<file path="src/core/uipc_defs.vh">
// register map, field positions and reset values of the serial port control block
`ifndef UIPC_DEFS_VH
`define UIPC_DEFS_VH

// byte addresses on the apb bus
`define UIPC_ADDR_MODE_ONE   8'h00
`define UIPC_ADDR_MODE_TWO   8'h04
`define UIPC_ADDR_FLAGS      8'h08
`define UIPC_ADDR_COMMAND    8'h0C
`define UIPC_ADDR_CLKSEL     8'h10
`define UIPC_ADDR_CHANGE     8'h14
`define UIPC_ADDR_AUX        8'h18
`define UIPC_ADDR_MASK       8'h1C
`define UIPC_ADDR_BAUD_HI    8'h20
`define UIPC_ADDR_BAUD_LO    8'h24
`define UIPC_ADDR_VECTOR     8'h28
`define UIPC_ADDR_PINS       8'h2C
`define UIPC_ADDR_RTS_SET    8'h30
`define UIPC_ADDR_RTS_CLR    8'h34
`define UIPC_ADDR_STATUS     8'h38

// flag and mask bit positions
`define UIPC_BIT_TX_HOLDING_EMPTY       0
`define UIPC_BIT_RXF         1
`define UIPC_BIT_BREAK       2
`define UIPC_BIT_COS         7
`define UIPC_FLAG_MASK       8'h87

// field positions
`define UIPC_M1_RX_FLOW_REQUEST        7
`define UIPC_M1_RF           6
`define UIPC_M1_ERR          5
`define UIPC_M2_TX_FLOW_REQUEST        5
`define UIPC_M2_TX_FLOW_GATE        4
`define UIPC_CHG_COS         4
`define UIPC_CMD_BRK_CLR     8'h50
`define UIPC_CMD_FIELD_LSB   4

// reset values and limits
`define UIPC_VECTOR_RESET    8'h0F
`define UIPC_BAUD_MIN        16'h0002
`define UIPC_LOOPBACK_MODE   2'h2

`endif

</file>
<file path="src/core/uipc_sync.v">
// two flip-flop synchroniser for a single level
`timescale 1ns/1ps
module uipc_sync (
	// clock and reset
	input  wire mclk,
	input  wire rst,
	// level in and out
	input  wire async_in,
	output wire sync_out
);
	reg meta_q;
	reg sync_q;

	// first stage read only by second stage
	always @(posedge mclk) begin
		if (rst) begin
			meta_q <= 1'b1;
			sync_q <= 1'b1;
		end else begin
			meta_q <= async_in;
			sync_q <= meta_q;
		end
	end
	assign sync_out = sync_q;
endmodule

</file>
<file path="src/core/uipc_ctrl.v">
// serial port control: interrupt flags, mask, vector, baud preload, cts and rts
`timescale 1ns/1ps
`include "uipc_defs.vh"
module uipc_ctrl #(
	parameter PORT_NUM = 0
) (
	// clock and reset
	input  wire        mclk,
	input  wire        rst,
	// apb slave
	input  wire        psel,
	input  wire        penable,
	input  wire        pwrite,
	input  wire [7:0]  paddr,
	input  wire [31:0] pwdata,
	output reg  [31:0] prdata,
	output wire        pready,
	output wire        pslverr,
	// status from transmitter and receiver
	input  wire        tx_holding_empty,
	input  wire        rx_ready_flag,
	input  wire        rx_full_flag,
	input  wire        break_detect,
	// serial pins
	input  wire        cts_n_pin,
	output wire        rts_n_pin,
	input  wire        tx_serial,
	input  wire        rx_pin,
	output wire        rx_to_receiver,
	// settings to the shifters
	output wire [15:0] baud_preload,
	output wire        baud_too_low,
	output wire [7:0]  mode_one,
	output wire [7:0]  mode_two,
	output wire [7:0]  clock_select,
	output reg  [3:0]  command_pulse,
	output wire        loopback_on,
	output wire        tx_gate_cts,
	// interrupt
	output reg         irq,
	output wire [7:0]  irq_vector,
	input  wire        autovector_sel,
	output wire        irq_use_autovector
);
	localparam HAS_FLOW = (PORT_NUM != 2);

	reg [7:0] mask_q;
	reg [7:0] baud_hi_q;
	reg [7:0] baud_lo_q;
	reg [7:0] vector_q;
	reg [7:0] mode_one_q;
	reg [7:0] mode_two_q;
	reg [7:0] clksel_q;
	reg       aux_iec_q;
	reg       rts_q;
	reg       cos_chg_q;
	reg       cos_flag_q;
	reg       brk_flag_q;
	reg       brk_last_q;
	reg       cts_last_q;
	reg       cts_primed_q;
	wire      cts_sync;
	wire      wr_en;
	wire      rd_en;
	wire      cts_level;
	wire      cts_edge;
	wire      brk_edge;
	wire      brk_clear;
	wire      rx_mirror;
	wire [7:0] flags;

	// cts pin reaches logic only through two flops
	uipc_sync u_cts_sync (
		.mclk     (mclk),
		.rst      (rst),
		.async_in (cts_n_pin),
		.sync_out (cts_sync)
	);

	// apb: zero wait states, no error answer
	assign wr_en   = psel & penable & pwrite;
	assign rd_en   = psel & penable & ~pwrite;
	assign pready  = 1'b1;
	assign pslverr = 1'b0;

	// cts input level; port two has no cts so it reads high
	// omit cts on port two
	assign cts_level = HAS_FLOW ? cts_sync : 1'b1;
	assign cts_edge  = cts_primed_q & (cts_level != cts_last_q);
	assign brk_edge  = break_detect != brk_last_q;
	assign brk_clear = wr_en & (paddr == `UIPC_ADDR_COMMAND) &&
		(pwdata[7:0] == `UIPC_CMD_BRK_CLR);

	// ready or full by mode bit
	assign rx_mirror = mode_one_q[`UIPC_M1_RF] ? rx_full_flag : rx_ready_flag;

	assign flags = {cos_flag_q, 4'h0, brk_flag_q, rx_mirror, tx_holding_empty};

	// control registers written by software
	always @(posedge mclk) begin
		if (rst) begin
			mask_q     <= 8'h00;
			baud_hi_q  <= 8'h00;
			baud_lo_q  <= 8'h00;
			vector_q   <= `UIPC_VECTOR_RESET;
			mode_one_q <= 8'h00;
			mode_two_q <= 8'h00;
			clksel_q   <= 8'h00;
			aux_iec_q  <= 1'b0;
		end else if (wr_en) begin
			case (paddr)
				`UIPC_ADDR_MASK:    mask_q     <= pwdata[7:0] & `UIPC_FLAG_MASK;
				`UIPC_ADDR_BAUD_HI: baud_hi_q  <= pwdata[7:0];
				`UIPC_ADDR_BAUD_LO: baud_lo_q  <= pwdata[7:0];
				`UIPC_ADDR_VECTOR:  vector_q   <= pwdata[7:0];
				`UIPC_ADDR_MODE_ONE: mode_one_q <= pwdata[7:0];
				`UIPC_ADDR_MODE_TWO: mode_two_q <= pwdata[7:0];
				`UIPC_ADDR_CLKSEL:  clksel_q   <= pwdata[7:0];
				`UIPC_ADDR_AUX:     aux_iec_q  <= pwdata[0];
				default: ;
			endcase
		end
	end

	// command field handed on as a one-cycle pulse
	always @(posedge mclk) begin
		if (rst) begin
			command_pulse <= 4'h0;
		end else if (wr_en && paddr == `UIPC_ADDR_COMMAND) begin
			command_pulse <= pwdata[`UIPC_CMD_FIELD_LSB +: 4];
		end else begin
			command_pulse <= 4'h0;
		end
	end

	// rts latch; clear checked first but set and clear are separate addresses
	always @(posedge mclk) begin
		if (rst) begin
			rts_q <= 1'b0;
		end else if (HAS_FLOW) begin
			if (wr_en && paddr == `UIPC_ADDR_RTS_CLR && pwdata[0]) begin
				rts_q <= 1'b0;
			end else if (wr_en && paddr == `UIPC_ADDR_RTS_SET && pwdata[0]) begin
				rts_q <= 1'b1;
			end
		end
	end

	assign rts_n_pin = ~rts_q;

	// change tracking; the first sample after reset primes, as if from power up
	always @(posedge mclk) begin
		if (rst) begin
			cts_last_q   <= 1'b1;
			cts_primed_q <= 1'b0;
			cos_chg_q    <= 1'b0;
			cos_flag_q   <= 1'b0;
			// track the break level so a break held over reset makes no false edge
			brk_last_q   <= break_detect;
			brk_flag_q   <= 1'b0;
		end else begin
			cts_last_q   <= cts_level;
			cts_primed_q <= 1'b1;
			brk_last_q   <= break_detect;
			// change bit: set wins over the read-clear
			if (cts_edge) begin
				cos_chg_q <= 1'b1;
			end else if (rd_en && paddr == `UIPC_ADDR_CHANGE) begin
				cos_chg_q <= 1'b0;
			end
			if (cts_edge && aux_iec_q) begin
				cos_flag_q <= 1'b1;
			end else if (rd_en && paddr == `UIPC_ADDR_CHANGE) begin
				cos_flag_q <= 1'b0;
			end
			if (brk_edge) begin
				brk_flag_q <= 1'b1;
			end else if (brk_clear) begin
				brk_flag_q <= 1'b0;
			end
		end
	end

	// reset clears flags (above); registered level irq
	always @(posedge mclk) begin
		if (rst) begin
			irq <= 1'b0;
		end else begin
			irq <= |(flags & mask_q);
		end
	end

	// register read mux; write-only and unmapped read as zero
	always @* begin
		prdata = 32'h0000_0000;
		case (paddr)
			`UIPC_ADDR_MODE_ONE: prdata[7:0] = mode_one_q;
			`UIPC_ADDR_MODE_TWO: prdata[7:0] = mode_two_q;
			`UIPC_ADDR_FLAGS:    prdata[7:0] = flags;
			`UIPC_ADDR_CHANGE:   prdata[7:0] = {3'h0, cos_chg_q, 3'h0, cts_level};
			`UIPC_ADDR_AUX:      prdata[7:0] = {7'h00, aux_iec_q};
			`UIPC_ADDR_MASK:     prdata[7:0] = mask_q;
			`UIPC_ADDR_VECTOR:   prdata[7:0] = vector_q;
			`UIPC_ADDR_PINS:     prdata[7:0] = {7'h00, cts_level};
			`UIPC_ADDR_STATUS:   prdata[7:0] = {6'h00, baud_too_low, rts_q};
			default:             prdata = 32'h0000_0000;
		endcase
	end

	assign baud_preload = {baud_hi_q, baud_lo_q};
	// flag a preload software left too small
	assign baud_too_low = baud_preload < `UIPC_BAUD_MIN;

	assign irq_vector         = vector_q;
	assign irq_use_autovector = autovector_sel;

	assign loopback_on    = mode_two_q[7:6] == `UIPC_LOOPBACK_MODE;
	assign rx_to_receiver = loopback_on ? tx_serial : rx_pin;

	// transmit gating by cts when enabled
	assign tx_gate_cts = mode_two_q[`UIPC_M2_TX_FLOW_GATE] & cts_level;

	assign mode_one     = mode_one_q;
	assign mode_two     = mode_two_q;
	assign clock_select = clksel_q;
endmodule

</file>
<file path="config.mk">
export PLATFORM = sky130hd
export DESIGN_NAME = uipc_ctrl
export DESIGN_NICKNAME = d
export VERILOG_FILES = /design/src/core/uipc_sync.v /design/src/core/uipc_ctrl.v
export VERILOG_INCLUDE_DIRS = /design/src /design/src/core
export SDC_FILE = /design/constraint.sdc
export NUM_CORES = 1
export LEC_CHECK = 0
export BUFFER_PORTS_ARGS = -buffer_cell sky130_fd_sc_hd__buf_2
export CORE_MARGIN = 2
export CORE_UTILIZATION = 47
export CTS_CLUSTER_DIAMETER = 150
export CTS_CLUSTER_SIZE = 25
export DETAILED_ROUTE_END_ITERATION = 16
export PLACE_DENSITY = 0.77
export SLEW_MARGIN = 20
export SYNTH_ARGS = -nofsm -noshare
export SYNTH_HDL_FRONTEND = slang
export SYNTH_HIERARCHICAL = 1
export SYNTH_SLANG_ARGS = --single-unit
</file>
<file path="constraint.sdc">
create_clock -name mclk -period 1.41 [get_ports mclk]
set_input_delay 0.141 -clock mclk [delete_from_list [all_inputs] [get_ports mclk]]
set_output_delay 0.141 -clock mclk [all_outputs]
set_load 0.02 [all_outputs]
</file>
Word-level counts from Yosys, hierarchy flattened
Cells that the tools add are included.
{"block": "totals", "ff_bits": 67, "latch_bits": 0, "ramBits": 0, "romBits": 0, "inputBits": 53, "out_inout_bits": 93, "word_cells": 80, "memories": 0}
{"block": "op_classes", "addsub": 0, "n_mul": 0, "div_mod_pow": 0, "order_cmp": 1, "n_eq_ne": 18, "shift": 0, "n_mux": 9, "bitwise": 10, "n_reduce_logical": 23}
{"operator": "$pmux W8 S9", "n": 1}
{"operator": "$eq A8 B6 Y1 const B", "n": 7}
{"operator": "$eq A8 B5 Y1 const B", "n": 4}
{"operator": "$eq A8 B4 Y1 const B", "n": 2}
{"operator": "$lt A16 B2 Y1 const B", "n": 1}
{"operator": "$reduce_and A2 Y1", "n": 8}
{"operator": "$and A8 B8 Y8", "n": 1}
{"operator": "$eq A8 B3 Y1 const B", "n": 1}
{"operator": "$eq A8 B7 Y1 const B", "n": 1}
{"operator": "$logic_and A1 B1 Y1", "n": 8}
{"operator": "$logic_not A8 Y1", "n": 1}
{"operator": "$mux W1", "n": 8}
{"operator": "$reduce_or A8 Y1", "n": 1}
{"operator": "$and A1 B1 Y1", "n": 6}
{"operator": "$reduce_bool A2 Y1", "n": 3}
{"operator": "$reduce_or A2 Y1", "n": 2}
{"operator": "$not A1 Y1", "n": 3}
{"operator": "$eq A2 B2 Y1 const B", "n": 1}
{"operator": "$ne A1 B1 Y1", "n": 2}

Logic depth before layout (Yosys ltp)
{"block": "depth", "word_depth": 6, "ltp_mapped": 6, "ltp_nobuf": 4}

Cells and area by module
The synthesis kept the hierarchy.
{"mod": "uipc_ctrl", "n_inst": 1, "cells_per_inst": 340, "area_each_um2": 3074.2, "seq_area_each_um2": 1301.2}
{"mod": "uipc_sync", "n_inst": 1, "cells_per_inst": 4, "area_each_um2": 52.6, "seq_area_each_um2": 40.0}

Worst setup path before layout
Ideal clock, no wire load.
{"block": "synth_timing", "path_kind": "register -> output", "from": "register baud_hi_q[1]", "to": "output port prdata[1]", "t_arrival_ns": 1.560, "required_ns": 1.269, "path_slack_ns": -0.291, "stages_incl_launch_ff": 5, "path_buffers": 0, "cell_sequence": "dfxtp_1 nor4_1 and4_1 a31oi_1 o21ai_0"}
{"block": "synth_via", "elab_chain_len": 2}
{"item": "from (decl)", "line_no": "uipc_ctrl.v:48", "rtl": "reg [7:0] baud_hi_q;"}
{"item": "from (signal assigned)", "line_no": "uipc_ctrl.v:113", "rtl": "`UIPC_ADDR_BAUD_HI: baud_hi_q <= pwdata[7:0];"}
{"item": "$lt A16 B2 Y1 (no source line)"}
{"item": "via baud_too_low", "line_no": "uipc_ctrl.v:32", "rtl": "output wire baud_too_low,"}
{"item": "$pmux W8 S9", "line_no": "uipc_ctrl.v:196", "rtl": "case (paddr)"}
{"item": "to (decl)", "line_no": "uipc_ctrl.v:16", "rtl": "output reg [31:0] prdata,"}
The timed path passes the listed nets, and every way through them passes these cells.

Final worst setup path
{"block": "layout_timing", "from": "register baud_hi_q[2]", "to": "output port prdata[1]"}
{"block": "layout_via", "elab_chain_len": 2}
{"item": "$lt A16 B2 Y1 (no source line)"}
{"item": "$pmux W8 S9", "line_no": "uipc_ctrl.v:196"}
No other way between the ends.

==> qor.yml <==
nets: 527
die-area_um2: 7321
dpl.hpwl_mm: 6.261
required_ns: 1.27
power_density_nw_per_um2: 929.3
vias: 2986
synthCells: 344
syn_avg_cell_area_um2: 9.089
rsz0062_at_grt: "yes"
routed_wl_mm: 9.195
finish.utilization: 0.6683
cts_max_path_buffers: 2
drtPass1Iterations: 5
start_kind: "flop"
async_flop_share: 0
multiInputGateArea_um2: 1640
yosys_most_used_dff: "dfxtp_1"
insertion_delay_ns: 0.34
port_buffers: 93
fin_crit_sh: 1.273
layout.cells.non_filler: 556
violations: "negative setup slack"
regArea_um2: 1351
drive_gt1_frac: 0.4154
fin_ws_ns: -0.3845
ff2ff_path_depth: 2
wire_per_inst_um: 16.54
p_total_mw: 3.966
final_area_um2: 4268
synth_cell_types: 48
ir_worst_vdd_v: 0.0007367
area_growth_pct: 36.49
initial_core_util: 0.4896
die_h_um: 85.57
htree_levels: 3
io_pins: 146
grt-ovfl-total: 0
num_rows: 29
end_kind: "output port"
grt_max_degree: 25
ant_nets: 0
synth_edf_count: 0
hold_path_depth: 3
period_needed_ns: 1.794
slew_violations: 0
placed_area_um2: 3720
first_iter_violations: 154
clock.fmax_mhz: 557.3
nFillCells: 507
drv_cap: 0
syn_area_um2: 3127
ys_ff_latch: 67
grt_pass1_vias: 2858
dp_cells: 527
finClkSkew_ns: 0.007310
numCtsBuffers: 9
path_clk_slew_ns: 0.07
leakagePower_nw: 2.063
grt_usage: 0.2395
status: "complete, but fails checks"
via_per_inst: 5.371
yosysSeqAreaShare: 0.4290
cts_root_buf: "clkbuf_8"
grt_first_pass_wirelength_mm: 13.76
clock_sinks: 67
hold_path_class: "input pin to flop"
worstSetupPathType: "flop to output port"
chipWidth_um: 85.57
coreArea_um2: 6386
num_antenna_cells: 0
timing.final.hold_violations: 0
tritoncts: "yes"
yosys_warnings: 6
drc: 0
crit_arrival_ns: 1.65
grt_antenna_before_repair: 0
setup_violations: 8
slew_headroom: 0.5994
gp_congestion: 0.8731
worst_slew_pin_slew_ns: 0.5995
crit_fanout: 2
==> stage by stage <==
step                      setup WS, ns  hold slack [ns]  setup TNS [ns]
after global placement         -0.2058           0.2736          -2.431
after global routing           -0.4336           0.1232          -1.617
after CTS                      -0.3870           0.1174          -1.050
final                          -0.3845           0.1342          -1.008
after detailed placement       -0.2019           0.2811          -4.455
after floorplan               -0.06910           0.1687         -0.1947
==> flip-flops by register name, summed over array words and instances, names as in the netlist, 4 cells and up <==
register / count
command_pulse: 4
mask_q: 4
baud_lo_q: 8
irq_vector: 8
mode_two: 8
mode_one: 8
baud_hi_q: 8
clock_select: 8
==> cell type report <==
cell class	count	area share
clock buffer	10	0.02990
clock inverter	6	0.02111
inverter	3	0.002639
multi-input combinational	253	0.3843
sequential	67	0.3166
tap	77	0.02257
timing repair buffer	140	0.2228
==> critical path, cell delays in order (launching register included) <==
cell	delay [ns]
dfxtp_2	0.34
nor4_4	0.28
and4_4	0.30
a31oi_4	0.09
o21ai_2	0.17
buf_6	0.14
==> Yosys cell counts (3+ instances only) <==
master / number / share of area
inv_1: 3 / 0.0036
a22oi_1: 7 / 0.017
dfxtp_1: 67 / 0.43
mux2i_1: 26 / 0.083
nor2_1: 29 / 0.035
buf_2: 6 / 0.0096
nand3_2: 3 / 0.0096
nor4b_4: 3 / 0.023
o21ai_1: 3 / 0.0048
nand3_1: 7 / 0.011
a21oi_1: 31 / 0.050
buf_4: 28 / 0.067
nand2_1: 62 / 0.074
and3_1: 4 / 0.0080
and2_1: 7 / 0.014
o21ai_0: 4 / 0.0064
nor4_1: 4 / 0.0080
mux2_2: 3 / 0.011
clkbuf_1: 6 / 0.0072
a222oi_1: 4 / 0.013
==> where the power goes <==
part	leakage (nW)	switching (mW)	total (mW)	internal, mW
combinational	1.42	0.213	0.320	0.107
sequential	0.546	0.00808	1.91	1.90
clock	0.0947	0.741	1.74	0.995
total	2.06	0.962	3.97	3.00
==> layer usage <==
metal / wire length (um) / share of wire / global-route usage
met4: 139 / 0.015 / 0.07937
met3: 673 / 0.073 / 0.06064
met5: 0 / 0 / 0
met2: 4751 / 0.52 / 0.4226
met1: 3630 / 0.39 / 0.2841
==> timing repair <==
item | 4_1_cts | 5_1_grt
buffers inserted | 6 | 5
resized for setup | 55 | 17
endpoints found under the hold margin | 2 | 0
pin swaps | 19 | 17
endpoints found under the setup margin | 10 | 10
cloned | 0 | 0
hold buffers | 2 | 0
==> cells in the final DEF (no fill, tap or decap), drive strengths merged, types with 5 or more instances in the layout <==
| cell | netlist | layout |
|---|---|---|
| buf | 36 | 138 |
| dfxtp | 67 | 67 |
| nand2 | 62 | 62 |
| a21oi | 32 | 32 |
| nor2 | 29 | 29 |
| mux2i | 26 | 26 |
| conb | 2 | 26 |
| clkbuf | 8 | 10 |
| nand3 | 10 | 10 |
| and2 | 9 | 9 |
| a22oi | 7 | 7 |
| o21ai | 7 | 7 |
| nor4 | 6 | 6 |
| and3 | 5 | 5 |
==> worst paths after layout <==
| kind | startpoint | to | slack, ns |
|---|---|---|---|
| setup / recovery | baud_hi_q[2]$_SDFFE_PP0P_ | prdata[1] | -0.38 |
| hold / removal | pwdata[3] | baud_lo_q[3]$_SDFFE_PP0P_ | 0.13 |
| setup reg to reg | brk_flag_q$_SDFFE_PP0P_ | irq$_SDFF_PP0_ | 0.41 |
| hold reg to reg | u_cts_sync/meta_q$_SDFF_PP1_ | u_cts_sync/sync_out$_SDFF_PP1_ | 0.41 |
==> logic make-up (layout without fill, tap and decap cells) <==
family | count (synthesis) | in the layout | synth area share
xor gates and xnor gates | 2 | 2 | 0.005603
DFF | 67 | 67 | 0.4290
AOI/OAI and AO/OA | 60 | 60 | 0.1192
buffers and inverters | 48 | 159 | 0.1140
other | 2 | 26 | 0.002402
and+or+nand+nor | 136 | 136 | 0.2357
muxes | 29 | 29 | 0.09404
Note: power is estimated with default switching activity, not from simulation.
